[src/common/trim_defs.svh]
// constants shared by the supply-pulse trim programmer and the trimmed switch
`ifndef TRIM_DEFS_SVH
`define TRIM_DEFS_SVH

// clock
`define CLK_FREQ_HZ      100000000
`define CLK_PERIOD_NS    10

// supply levels, millivolts (minimum of each band)
`define BASE_LEVEL_MV    4500
`define MID_LEVEL_MV     11500
`define HIGH_LEVEL_MV    25000

// programming pulse timing
`define PULSE_MIN_NS     20000
`define GAP_MIN_NS       20000
`define BURN_MIN_US      100
`define BURN_TYP_US      300
`define PULSE_CYC        ((`PULSE_MIN_NS + `CLK_PERIOD_NS - 1) / `CLK_PERIOD_NS)
`define GAP_CYC          ((`GAP_MIN_NS + `CLK_PERIOD_NS - 1) / `CLK_PERIOD_NS)
`define BURN_CYC         ((`BURN_TYP_US * 1000) / `CLK_PERIOD_NS)

// internal chopper clock
`define CHOP_FREQ_HZ     170000
`define CHOP_EDGE_CYC    (`CLK_FREQ_HZ / (2 * `CHOP_FREQ_HZ))

// trim code and fuses
`define CODE_W           5
`define ADDR_W           6
`define LOCK_ADDR        6'h20
`define OP_BASE_LO_G     12'h03C
`define OP_BASE_HI_G     12'h12C
`define STEP_LO_SHIFT    3
`define STEP_HI_SHIFT    4
`define HYST_G           12'h00F

// programmer registers (byte offsets)
`define REG_CMD          8'h00
`define REG_STATUS       8'h04
`define CMD_OP_LSB       0
`define CMD_OP_MSB       2
`define CMD_CNT_LSB      8
`define CMD_CNT_MSB      13
`define ST_BUSY          0
`define ST_DEV_OUT       1
`define ST_LVL_LSB       2
`define ST_LVL_MSB       3
`define OP_NONE          3'h0
`define OP_KEY           3'h1
`define OP_ADDR          3'h2
`define OP_BURN          3'h3
`define OP_OFF           3'h4
`define KEY_PULSES       6'h03

`endif

[src/common/trim_pkg.sv]
// types shared by both ends of the supply-pulse link
package trim_pkg;
  typedef enum logic [1:0] {LVL_OFF, LVL_BASE, LVL_MID, LVL_HIGH} supply_lvl_e;
  typedef enum logic [1:0] {DS_IDLE, DS_KEY_HIGH, DS_KEY_MID, DS_ADDR} dev_state_e;
  typedef enum logic [1:0] {PS_IDLE, PS_ON, PS_GAP} prog_state_e;
endpackage

[src/common/supply_link_if.sv]
// supply pin link between programmer and trimmed switch
`timescale 1ns/1ns
interface supply_link_if;
  import trim_pkg::*;
  supply_lvl_e supply_lvl;
  logic        dev_out;
  modport device (input supply_lvl, output dev_out);
  modport programmer (output supply_lvl, input dev_out);
endinterface

[src/rtl/trim_device.sv]
// trimmed two-wire switch: supply-pulse decoder, fuses, chopper and comparator
//
// Register access over AHB-Lite and the address map were chosen for this implementation.
`timescale 1ns/1ns
`include "trim_defs.svh"
module trim_device
  import trim_pkg::*;
(
  input  wire logic        hclk,
  input  wire logic        hresetn,
  supply_link_if.device    link,
  input  wire logic [11:0] field_g,
  input  wire logic        high_range,
  output logic             switch_out,
  output logic [4:0]       trim_code,
  output logic             lock_blown,
  output logic             addr_mode,
  output logic             chop_clk
);

  localparam logic [8:0] CHOP_LAST = 9'(`CHOP_EDGE_CYC - 1);

  dev_state_e        state_r;
  dev_state_e        state_nxt;
  logic [8:0]        chop_cnt_r;
  logic              chop_r;
  supply_lvl_e       lvl_r;
  supply_lvl_e       peak_r;
  logic [5:0]        addr_r;
  logic [5:0]        addr_nxt;
  logic [4:0]        fuse_r;
  logic [4:0]        fuse_nxt;
  logic              lock_r;
  logic              lock_nxt;
  logic              sw_r;
  logic              out_r;

  // chopper timebase: one tick per edge of the internal clock
  wire               chop_tick = (chop_cnt_r == CHOP_LAST);

  always_ff @(posedge hclk or negedge hresetn) begin
    if (!hresetn) begin
      chop_cnt_r <= 9'h000;
      chop_r     <= 1'b0;
    end else if (chop_tick) begin
      chop_cnt_r <= 9'h000;
      chop_r     <= ~chop_r;
    end else begin
      chop_cnt_r <= chop_cnt_r + 9'h001;
    end
  end

  // supply level decode, sampled once per chop edge as a noise filter
  wire         dropout    = (lvl_r == LVL_OFF);
  wire         at_base    = (lvl_r == LVL_BASE);
  wire         pulse_end  = chop_tick && at_base && (peak_r != LVL_BASE);
  wire         mid_pulse  = pulse_end && (peak_r == LVL_MID);
  wire         high_pulse = pulse_end && (peak_r == LVL_HIGH);

  always_ff @(posedge hclk or negedge hresetn) begin
    if (!hresetn) begin
      lvl_r  <= LVL_OFF;
      peak_r <= LVL_BASE;
    end else if (chop_tick) begin
      lvl_r <= link.supply_lvl;
      if (at_base || dropout) begin
        peak_r <= LVL_BASE;
      end else if (lvl_r > peak_r) begin
        peak_r <= lvl_r;
      end
    end
  end

  // burn target: the low five address bits are ORed into the fuses, or the lock address sets the lock
  wire         addr_lock  = (addr_r == `LOCK_ADDR);
  wire [4:0]   burn_bits  = addr_r[4:0];
  wire         burn_now   = (state_r == DS_ADDR) && high_pulse;

  // keying and addressing sequencer
  always_comb begin
    state_nxt = state_r;
    addr_nxt  = addr_r;
    fuse_nxt  = fuse_r;
    lock_nxt  = lock_r;
    if (dropout || lock_r) begin
      state_nxt = DS_IDLE;
      addr_nxt  = 6'h00;
    end else begin
      case (state_r)
        DS_IDLE: begin
          if (high_pulse) begin
            state_nxt = DS_KEY_HIGH;
          end
        end
        DS_KEY_HIGH: begin
          if (mid_pulse) begin
            state_nxt = DS_KEY_MID;
          end
        end
        DS_KEY_MID: begin
          if (high_pulse) begin
            state_nxt = DS_ADDR;
            addr_nxt  = 6'h00;
          end else if (mid_pulse) begin
            state_nxt = DS_IDLE;
          end
        end
        DS_ADDR: begin
          if (mid_pulse && !addr_lock) begin
            addr_nxt = addr_r + 6'h01;
          end else if (burn_now) begin
            if (addr_lock) begin
              lock_nxt = 1'b1;
            end else begin
              fuse_nxt = fuse_r | burn_bits;
            end
            state_nxt = DS_IDLE;
            addr_nxt  = 6'h00;
          end
        end
        default: begin
          state_nxt = DS_IDLE;
          addr_nxt  = 6'h00;
        end
      endcase
    end
  end

  // fuses only ever set; nothing clears them but the blank-part reset
  always_ff @(posedge hclk or negedge hresetn) begin
    if (!hresetn) begin
      state_r <= DS_IDLE;
      addr_r  <= 6'h00;
      fuse_r  <= 5'h00;
      lock_r  <= 1'b0;
    end else begin
      state_r <= state_nxt;
      addr_r  <= addr_nxt;
      fuse_r  <= fuse_nxt | fuse_r;
      lock_r  <= lock_nxt | lock_r;
    end
  end

  // operate point from the fused code, release point a fixed step below
  wire [11:0]  step_lo = {4'h0, fuse_r, 3'h0};
  wire [11:0]  step_hi = {3'h0, fuse_r, 4'h0};
  wire [11:0]  op_pt   = high_range ? (`OP_BASE_HI_G + step_hi)
                                    : (`OP_BASE_LO_G + step_lo);
  wire [11:0]  rel_pt  = op_pt - `HYST_G;
  wire         above   = (field_g >= op_pt);
  wire         below   = (field_g < rel_pt);

  always_ff @(posedge hclk or negedge hresetn) begin
    if (!hresetn) begin
      sw_r <= 1'b0;
    end else if (chop_tick) begin
      if (above) begin
        sw_r <= 1'b1;
      end else if (below) begin
        sw_r <= 1'b0;
      end
    end
  end

  // outputs
  always_ff @(posedge hclk or negedge hresetn) begin
    if (!hresetn) begin
      out_r      <= 1'b0;
      switch_out <= 1'b0;
      trim_code  <= 5'h00;
      lock_blown <= 1'b0;
      addr_mode  <= 1'b0;
      chop_clk   <= 1'b0;
    end else begin
      out_r      <= sw_r && !dropout;
      switch_out <= sw_r;
      trim_code  <= fuse_r;
      lock_blown <= lock_r;
      addr_mode  <= (state_r == DS_ADDR);
      chop_clk   <= chop_r;
    end
  end

  assign link.dev_out = out_r;

endmodule

[src/flat_wrapper.sv]
// flat-port wrapper written by rule: the top's interface ports become plain ports
module trim_device_flat import trim_pkg::*;
  (hclk, hresetn, field_g, high_range, switch_out, trim_code, lock_blown, addr_mode, chop_clk, link_supply_lvl, link_dev_out);
  supply_link_if link_i ();
  input  wire logic hclk;
  input  wire logic hresetn;
  input  wire logic [11:0] field_g;
  input  wire logic high_range;
  output logic switch_out;
  output logic [4:0] trim_code;
  output logic lock_blown;
  output logic addr_mode;
  output logic chop_clk;
  input wire logic [$bits(link_i.supply_lvl)-1:0] link_supply_lvl;
  output wire logic [$bits(link_i.dev_out)-1:0] link_dev_out;
  assign link_i.supply_lvl = link_supply_lvl;
  assign link_dev_out = link_i.dev_out;
  trim_device u_core (.hclk(hclk), .hresetn(hresetn), .link(link_i), .field_g(field_g), .high_range(high_range), .switch_out(switch_out), .trim_code(trim_code), .lock_blown(lock_blown), .addr_mode(addr_mode), .chop_clk(chop_clk));
endmodule
[config.mk]
export PLATFORM = sky130hd
export DESIGN_NAME = trim_device_flat
export DESIGN_NICKNAME = d
export VERILOG_FILES = /design/src/common/trim_pkg.sv /design/src/common/supply_link_if.sv /design/src/rtl/trim_device.sv /design/src/flat_wrapper.sv
export VERILOG_INCLUDE_DIRS = /design/src /design/src/common
export SDC_FILE = /design/constraint.sdc
export NUM_CORES = 1
export LEC_CHECK = 0
export BUFFER_PORTS_ARGS = -buffer_cell sky130_fd_sc_hd__buf_4
export CAP_MARGIN = 40
export CORE_UTILIZATION = 60
export DETAILED_ROUTE_END_ITERATION = 6
export PLACE_DENSITY = 0.84
export SYNTH_ARGS = -nofsm -noshare
export SYNTH_HDL_FRONTEND = slang
export SYNTH_SLANG_ARGS = --single-unit
[constraint.sdc]
create_clock -name hclk -period 4.1 [get_ports hclk]
set_input_delay 0.82 -clock hclk [delete_from_list [all_inputs] [get_ports hclk]]
set_output_delay 0.82 -clock hclk [all_outputs]
set_load 0.02 [all_outputs]
# [Yosys cells after proc, flatten, opt, wreduce, memory -nomap -nowiden]
# Cells that the tools add are included.
[classes] addsub=5 magnitude_cmp=3 n_eq_ne=16 muxes=29 bitwise_logic=4 reduce_logical=20
[op_table] cell="2-to-1 mux 5 bit" count=5
[op_table] cell="2-to-1 mux 6 bit" count=4
[op_table] cell="2-to-1 mux 2 bit" count=9
[op_table] cell="greater-or-equal comparator 12 bit" count=1
[op_table] cell="< comparator 12 bit" count=1
[op_table] cell="2-to-1 mux 12 bit" count=1
[op_table] cell="one-hot mux 6 bit (2 select lines)" count=1
[op_table] cell="subtractor 12 x 4 -> 12 bit, second input constant" count=1
[op_table] cell="adder 9 x 9 -> 10 bit, first input constant" count=1
[op_table] cell="bitwise OR 5 bit" count=2
[op_table] cell="adder 6 x 8 -> 9 bit, first input constant" count=1
[op_table] cell="adder 9 x 1 -> 9 bit, second input constant" count=1
[op_table] cell="== test 9 bit, second input constant" count=1
[op_table] cell="2-to-1 mux 9 bit" count=1
[op_table] cell="!= test 3 x 1 -> 1 bit, second input constant" count=3
[op_table] cell="== test 2 bit, second input constant" count=4
[op_table] cell="one-hot mux 2 bit (4 select lines)" count=1
[op_table] cell="logical AND 1 bit" count=7
[op_table] cell="2-to-1 mux 1 bit" count=7
[op_table] cell="adder 6 x 1 -> 6 bit, second input constant" count=1
[op_table] cell="== test 6 bit, second input constant" count=1
[op_table] cell="AND reduction 5 bit" count=1
[op_table] cell="== test 2 x 1 -> 1 bit, second input constant" count=2
[op_table] cell="logical NOT 2 bit" count=2
[op_table] cell="14 further kinds" count=18
[word_totals] regBits=39 output_inout_bits=10 word_cells=92

# [Depth between registers and ports, before layout]
# Gate-level depths: netlist of run 1.
[depth] ltp_word=10 depth_mapped=14 depth_no_buf=14

# [Worst setup path after synthesis of run 1]
# No wires, ideal clock.
[synth_path] path_kind="input to register" from="input port high_range" to="register u_core.sw_r" setup_time_ns=0.129 t_arrival_ns=2.594 required_time_ns=3.971 setup_slack_ns=1.376 path_stages=11 n_path_buf=1 path_cell_list="buf_2 > o21ai_0 > nor3b_1 > xor2_1 > ha_1 > a21oi_1 > nand2_1 > nand3_1 > a31oi_1 > o211ai_1 > o31ai_1"
[synth_via] elab_chain_len=5 elab_cells_between_ends=7 cone_classes="add/sub (1); order compare (2); mux (2); reduce/logical (2)"
[synth_rtl] item="start, declared" line="flat_wrapper.sv:8" text="input wire logic high_range;"
[synth_rtl] item="2-to-1 mux 12 bit *" line="trim_device.sv:147" text="wire [11:0] op_pt = high_range ? (`OP_BASE_HI_G + step_hi)"
[synth_rtl] item="subtractor 12 x 4 -> 12 bit (no line)"
[synth_rtl] item="< comparator 12 bit" line="trim_device.sv:151" text="wire below = (field_g < rel_pt);"
[synth_rtl] item="nonzero test 2 bit (no line)"
[synth_rtl] item="AND reduction 2 bit (no line)"
[synth_rtl] item="end signal, assigned" line="trim_device.sv:155" text="sw_r <= 1'b0;"
[synth_rtl] item="end signal, assigned" line="trim_device.sv:158" text="sw_r <= 1'b1;"
[synth_rtl] item="end signal, assigned" line="trim_device.sv:160" text="sw_r <= 1'b0;"
[synth_rtl] item="end, declared" line="trim_device.sv:35" text="logic sw_r;"
# Mark *: on every way between the ends. The rest lies on a longest branch, timed or not.
# A chain may end at the register's enable or synchronous reset.

# [Final worst setup path of run 1]
[layout_path] from="register u_core.fuse_r[2]" to="register u_core.sw_r"
[layout_via] elab_chain_len=6 elab_cells_between_ends=9 cone_classes="add/sub (3); order compare (2); mux (2); reduce/logical (2)"
[layout_rtl] item="start, declared" line="trim_device.sv:31" text="logic [4:0] fuse_r;"
[layout_rtl] item="start signal, assigned" line="trim_device.sv:139" text="fuse_r <= fuse_nxt | fuse_r;"
[layout_rtl] item="adder 9 x 9 -> 10 bit (no line) / adder 6 x 8 -> 9 bit (equally long branches)"
[layout_rtl] item="2-to-1 mux 12 bit *" line="trim_device.sv:147"
[layout_rtl] item="subtractor 12 x 4 -> 12 bit (no line)"
[layout_rtl] item="< comparator 12 bit" line="trim_device.sv:151"
[layout_rtl] item="nonzero test 2 bit (no line)"
[layout_rtl] item="AND reduction 2 bit (no line)"
# Marks and branches as above.

==> run summary, run 1 <==
The clock passes through at most 2 buffers. In the synthesized netlist the dominant register cell turns out to be sky130_fd_sc_hd__dfrtp_1. The share of the synthesized area in the top cell type is between 40% and 50%.

Post-CTS timing repair inserted 0 buffers for setup. The cell area after technology mapping came out at about 2300 um^2. Averaged over all synthesized cells, the footprint is 9.70 um^2.

The DRC violation count after routing is 0. The sum of net half-perimeters after detailed placement is around 3.2 mm. The maximum number of pins on one net before global-route repair is 40. In the final design database the tool counted 304 nets. The clock reaches the later pin of the worst-skew pair after 290 ps.

Compared with the post-synthesis result, the final layout area differs by 14.3%. The count of antenna diodes in the layout came out at 0. The remaining global-route overflow came out at 0. In this run the worst path has a maximum fanout of 7. The start point of the critical path is u_core.fuse_r[2]. The total number of placement rows came out at 21.

The kind of start point of the critical path is a flop. The top cell family by delay on the critical path is compound AO/OA/AOI/OAI gates. The number of levels in the clock H-tree is 2. The analysis attributes to cell leakage a power of ~1.3 nW. VDD sags by at most between 0.2 and 0.25 mV.

The overall die width came out at between 60 and 70 um. The post-synthesis sequential element count is 39. The wire length of the first global-routing pass is around 7.5 mm. The number of clock sinks is 39.

The final standard cell count with taps included and fillers excluded is 310. The average vias per placed instance came out at 5.55. The routed via count came out at between 1500 and 2000. The cell count after synthesis came out at approximately 230. On the worst path, the slowest cell contributes a delay of between 400 and 500 ps.

The detailed-router iteration count before antenna repair is 4. The area of the placeable core came out at 3470 um^2. The worst setup skew after layout came out at 12.3 ps. The count of buffers inserted at the top-level ports came out at 26.

The remaining antenna violation count after routing is 0. Max-cap violations in this run came to 0. The initial antenna violation count is 0.

The routed wire length per instance is 13.5 um. Once the floorplan was initialized, standard cells occupied 65.4% of the core. At the pin with the least slew margin, the transition time is approximately 470 ps.

Together, buffers and inverters on the worst path number 1. The number of endpoints with negative hold slack in the final report came out at 0. The number of buffers added by the clock tree synthesis step came out at 5. In this run the critical register-to-register path is launched from u_core.fuse_r[2].

The via count of the first global-routing pass came to around 1700. Clock-pin slew was measured on the worst setup and hold paths at ~70 ps. The flow ran to the end, and the final reports show no timing, DRC or antenna violations. The number of gates resized after cts came out at 0. The normalized max-slew margin is 68.5%. The final critical path time including I/O delays and setup came out at between 2000 and 3000 ps. The portion of the post-synthesis area used by sequential elements came out at 43.1%. Sorting the synthesized cells by area gives the leading types as sky130_fd_sc_hd__dfrtp_1 42%, sky130_fd_sc_hd__ha_1 13%, sky130_fd_sc_hd__nand2_1 5.1%. The power density over the cells is approximately 260 nW/um^2.

The warning count from the yosys run came out at 0. The total routed wirelength came out at roughly 4.2 mm. Setup repair after global routing left no endpoint under its margin.

The signal on the critical path passes through inv_1 -> ha_1 -> a21boi_2 -> xor2_1 -> o21ai_1 -> nor3b_1 -> xor2_1 -> ha_1 -> a21oi_1 -> nand2_1 -> nand3_1 -> a31oi_1 -> o211ai_1 -> o31ai_1. The total negative slack for setup checks is 0 ps. The number of flops mapped to enable cells by yosys came out at 0. TritonCTS built the clock tree. Among all cell types in the netlist, the one instantiated most often is sky130_fd_sc_hd__dfrtp_1. The first routing iteration left roughly 110 violations. Clock tree synthesis selected as its root buffer the cell sky130_fd_sc_hd__clkbuf_8.

The startpoint of the most critical hold path is u_core.chop_r. The die covers roughly 4000 um^2. The final setup violation count is 0.

The post-synthesis net count came out at between 200 and 300. The commonest cells after synthesis are 38 x sky130_fd_sc_hd__dfrtp_1, 31 x sky130_fd_sc_hd__nand2_1, 24 x sky130_fd_sc_hd__ha_1, 17 x sky130_fd_sc_hd__inv_1, 16 x sky130_fd_sc_hd__nor2_1. The I/O pin count is 27. STA puts the critical path data arrival time at around 3100 ps. The critical path class is reg -> reg. The count of cell types in the netlist came out at 44.

The utilization after layout came out at between 70% and 80%. The share of the cycle needed by the critical path after routing is a little over 70%. The library cell contributing the largest single delay on the critical path is sky130_fd_sc_hd__dfrtp_1. The instance count after placement with tap cells included came out at 302. The count of final max-slew check failures is 0. For this run, the total global-route usage over all layers was measured as about a quarter. For the worst setup path, the data required time is roughly 4300 ps.

The upper clock frequency limit came out at between 300 and 400 MHz. The final weighted congestion in routability-driven placement came out at approximately 0.78. The fraction of registers with async set/reset is 100%. The die is ~64 um tall. The cell type with the highest aggregate area in the netlist is sky130_fd_sc_hd__dfrtp_1.

The number of hold buffers added after CTS was 0. STA classifies the critical path endpoint as a flop. The class of the worst hold path is reg -> reg.

Of the cells placed in the final design, the portion with a size suffix greater than 1 is between 15 and 20%.
==> metrics by stage <==
step,area [um^2],power (W),hold WS [ps],worst slack [ps]
after floorplan,2270,0.000410,349,1380
after global placement,2500,0.000433,388,1250
after detailed placement,2500,0.000435,398,1110
after CTS,2590,0.000687,414,1150
after global routing,2590,0.000710,421,842
final,2590,0.000679,413,1150
==> worst paths after layout <==
kind | cells after the start | slack [ps] | endpoint
setup / recovery | 14 | 1150 | u_core.sw_r
hold / removal | 0 | 410 | u_core.chop_clk
setup reg to reg | 14 | 1150 | u_core.sw_r
hold reg to reg | 0 | 410 | u_core.chop_clk
max in group asynchronous | 1 | 3270 | u_core.peak_r[0]
min in group asynchronous | 1 | 480 | u_core.lvl_r[1]
==> per-layer routing <==
metal | vias up | part of all wire (%) | GRT usage (%)
li1 | 863 | - | -
met1 | 818 | 47 | 30.4
met2 | 31 | 49 | 39.2
met3 | 7 | 3.1 | 4.89
met4 | 0 | 1.6 | 9.09
met5 | - | 0 | 0
==> cells in the final DEF, fill, tap and decap left out, drive strengths merged, types with 2 or more instances in the layout <==
cell type  count
a211oi         2
a21o           6
a21oi          4
a22oi          3
a31oi          2
and2           2
and3           5
and3b          2
and4bb         2
buf           26
clkbuf         5
clkinvlp       2
dfrtp         38
ha            24
inv           17
mux2i          2
nand2         31
nand3         12
nand4          3
nor2          16
nor2b          3
o211ai         2
o21a           3
o21ai         19
o31ai          3
xnor2          8
xor2           8
==> registers in the layout, summed over array words and instances (netlist names) <==
name	count
u_core.switch_out	1
u_core.chop_clk	1
u_core.lock_blown	1
u_core.sw_r	1
u_core.state_r	2
u_core.link.dev_out	1
u_core.lvl_r	2
u_core.chop_cnt_r	9
u_core.peak_r	2
u_core.fuse_r	5
u_core.trim_code	5
u_core.chop_r	1
u_core.addr_mode	1
u_core.lock_r	1
u_core.addr_r	6
==> power breakdown <==
| part | switching (W) | total [W] | internal [W] |
|---|---|---|---|
| clock | 0.000134 | 0.000253 | 0.000118 |
| sequential | 0 | 0.000384 | 0.000384 |
| combinational | 0.0000232 | 0.0000423 | 0.0000192 |
| total | 0.000158 | 0.000679 | 0.000522 |
==> kinds of logic after synthesis <==
group           synth area share [%]
simple gates                    18.2
compound gates                  14.4
flops                           43.1
fa+ha+maj                       13.7
buf+inv                         3.58
xor+xnor                        6.17
mux                            0.882
==> final cells by class <==
| type | count | area [um^2] |
|---|---|---|
| clock inverter | 3 | 20.0 |
| timing repair buffer | 26 | 195 |
| clock buffer | 5 | 68.8 |
| sequential | 39 | 977 |
| inverter | 17 | 63.8 |
| multi-input combinational | 174 | 1210 |
| tap | 46 | 57.6 |
| fill | 269 | 875 |
No activity file was read; power rests on OpenSTA's default activity.
==> inputs of run 2 (changes only) <==
CORE_UTILIZATION = 58   (was 60)
PLACE_DENSITY = 0.81   (was 0.84)
clock period = 3.1 ns   (was 4.1 ns; I/O delays follow)
==> run 2 against run 1 <==
Via count shrank 0.99%. Total power increased by 31%. Combinational power grew 28%. Worst hold slack worse by 130 ps. Non-clock buffer count stayed put.
==> run summary, run 2 (same netlist as run 1, synthesis figures left out) <==
The run finished with clean final reports. Per report_power, the combinational group accounts for 6.1% of the total. The peak supply drop came out at 0.220 mV.

After detailed routing, the total wire length is 4.15 mm. The total negative slack for setup checks is 0 ps. The number of maximum-capacitance violations came out at 0.

In the final routed layout, each cell accounts on average for ~13 um. The kind of start point of the critical path is a flop. In this run, flip-flops and latches consume approximately 57% of the power. The initial cell density of the core came out at approximately 61%. Clock latency on the worst-skew pair, taken at its later pin, is between 200 and 300 ps. The critical path is of the reg -> reg type.

The remaining global-route overflow came out at 0. The post-layout net count is a little over 300. Once the clock tree was built, the setup fixing pass inserted 0 buffers. The maximum number of pins on one net before global-route repair is 40. The utilization after layout came out at a little over two thirds. The count of final max-slew check failures is 0. The library cell used most frequently in the layout, excluding fill and tap cells, is sky130_fd_sc_hd__dfrtp_1. The min-delay analysis places its worst path in the category in -> async. The share of total power in the clock network came out at 36.9%. The average vias per placed instance is 5.46.

The clock-pin slew of the registers on the worst-case setup and hold paths came out at ~80 ps. The layout cell share with drive strength beyond 1 came out at between 10% and 20%. The final-layout fill cell count came out at 290. The deepest clock path buffer count came out at 2.

The arrival time at the worst endpoint came out at a little under 3000 ps. The transition at the pin with the smallest max-transition slack came out at around 460 ps. The initial antenna violation count is 0. The number of antenna diodes in the final layout is 0. Setup repair after global routing left no endpoint under its margin. In the final layout, the multi-input gates occupy 1220 um^2. The share of the cycle needed by the critical path after routing came out at 90.2%. Across the routed clock network, the largest skew measured is between 10 and 15 ps. The worst setup path is captured at a flop. Once layout is done, the placed cells without fillers occupy ~2600 um^2.

The routed via count is about 1700. The endpoint required time on the critical path is 3270 ps. The number of endpoints with negative hold slack in the final report came out at 0. Power spread over the standard cell area amounts to about 340 nW/um^2.

The final standard cell count with taps included and fillers excluded came out at between 300 and 400. The total number of placement rows is 22. The peak fanout along the critical path is 6. The count of buffers inserted at the top-level ports came out at 26. The sum of net half-perimeters after detailed placement came out at 3.17 mm. The area of the placeable core came out at approximately 3700 um^2.

The number of levels in the clock H-tree came out at 2. The area taken by flip-flops and latches came out at 977 um^2. The DRC violation count after routing is 0. The net switching fraction of the power came out at between 20% and 30%.

The via count of the first global-routing pass is between 1500 and 2000. TritonCTS built the clock tree. The all-layer global routing usage came out at around 23%. The flip-flop count of the largest register after layout is 9.

The final weighted congestion in routability-driven placement is between 0.8 and 0.9. The root buffer cell chosen for the clock tree is sky130_fd_sc_hd__clkbuf_8. In the layout the commonest cells are 38 x sky130_fd_sc_hd__dfrtp_1, 31 x sky130_fd_sc_hd__nand2_1, 26 x sky130_fd_sc_hd__buf_4, 24 x sky130_fd_sc_hd__ha_1, 17 x sky130_fd_sc_hd__inv_1. Once placement finished, the instance area stood at about 2500 um^2. The register bank with the most flops is u_core.chop_cnt_r. The final setup violation count came out at 0. The instance count after placement with tap cells included came out at roughly 300.

The area growth from synthesis to final layout is 14.4%. The die is roughly 65 um tall. The clock period could shrink to 2790 ps.

The total internal power is just under 0.0007 W. The I/O pin count came out at 27. The detailed-router iteration count before antenna repair came out at 4. The first global-routing pass estimated ~7.4 mm of wire. The leakage power summed over all cells came out at 1.28 nW.

The DRC marker count from the first detailed-route iteration came out at 97. The upper clock frequency limit came out at between 300 and 400 MHz. Measured along the x axis, the die boundary spans about 65 um. The total die area is ~4200 um^2. Headroom to the max-slew limit came out at about 70%. The remaining antenna violation count after routing came out at 0. The number of clock sinks came out at 39. The switching power total is around 0.00020 W. The largest registers in the layout are u_core.chop_cnt_r (9), u_core.addr_r (6). The number of buffers added by the clock tree synthesis step is 5.
## run 2: worst max-delay path, stage by stage, from the launching register on
cell and delay [ps]:
sky130_fd_sc_hd__dfrtp_1 440, sky130_fd_sc_hd__inv_1 120, sky130_fd_sc_hd__ha_1 230, sky130_fd_sc_hd__nor2b_1 160, sky130_fd_sc_hd__o211a_1 230, sky130_fd_sc_hd__o21ai_1 350
sky130_fd_sc_hd__and3b_1 270, sky130_fd_sc_hd__nand3_1 90, sky130_fd_sc_hd__ha_1 190, sky130_fd_sc_hd__a211oi_1 270, sky130_fd_sc_hd__nand2_1 80, sky130_fd_sc_hd__o211ai_1 160
sky130_fd_sc_hd__o31ai_1 90
## run 2: area by class of cell
cell class / count / area share (%)
Clock buffer: 6 / 2.79
Tap cell: 48 / 2.31
Clock inverter: 2 / 0.482
Sequential cell: 39 / 37.6
Inverter: 17 / 2.46
Timing Repair Buffer: 26 / 7.51
Multi-Input combinational cell: 174 / 46.8
## run 2: timing repair
| action | in CTS | in global routing |
|---|---|---|
| resized for setup | 0 | 1 |
| hold buffers | 0 | 0 |
| endpoints found under the setup margin | 0 | 1 |
## run 2: metal layers
layer  track usage (%)  vias up  wire (um)
met5                 0        -          0
met4              7.50        0         65
li1                  -      868          -
met3              4.23        7         95
met1              29.0      804       1890
met2              40.3       23       2100
## run 2: path summary, 6_finish.rpt
kind	startpoint	slack, ps	endpoint	cells past startpoint
worst max-delay path	u_core.fuse_r[1]	310	u_core.sw_r	12
worst min-delay path	hresetn	280	u_core.chop_r	1
worst max register to register	u_core.fuse_r[1]	310	u_core.sw_r	12
worst min register to register	u_core.lock_r	420	u_core.lock_blown	0
max in group asynchronous	hresetn	2480	u_core.peak_r[0]	1
min in group hclk	u_core.lock_r	420	u_core.lock_blown	0
## run 2: stage by stage
| stage | hold WS [ps] | setup slack, ps | power [W] |
|---|---|---|---|
| after global placement | 385 | 362 | 0.000572 |
| after global routing | 305 | 79.9 | 0.000926 |
| after CTS | 292 | 193 | 0.000900 |
| after floorplan | 324 | 521 | 0.000542 |
| after detailed placement | 398 | 222 | 0.000573 |
| final | 279 | 305 | 0.000891 |
## run 2: power groups by stage
| stage | logic [W] | registers (W) | clock network [W] |
|---|---|---|---|
| final | 0.0000543 | 0.000508 | 0.000329 |
| after global routing | 0.0000632 | 0.000508 | 0.000355 |
| after CTS | 0.0000554 | 0.000508 | 0.000336 |
| after detailed placement | 0.0000550 | 0.000518 | 0 |
| after global placement | 0.0000540 | 0.000518 | 0 |
| after floorplan | 0.0000231 | 0.000519 | 0 |
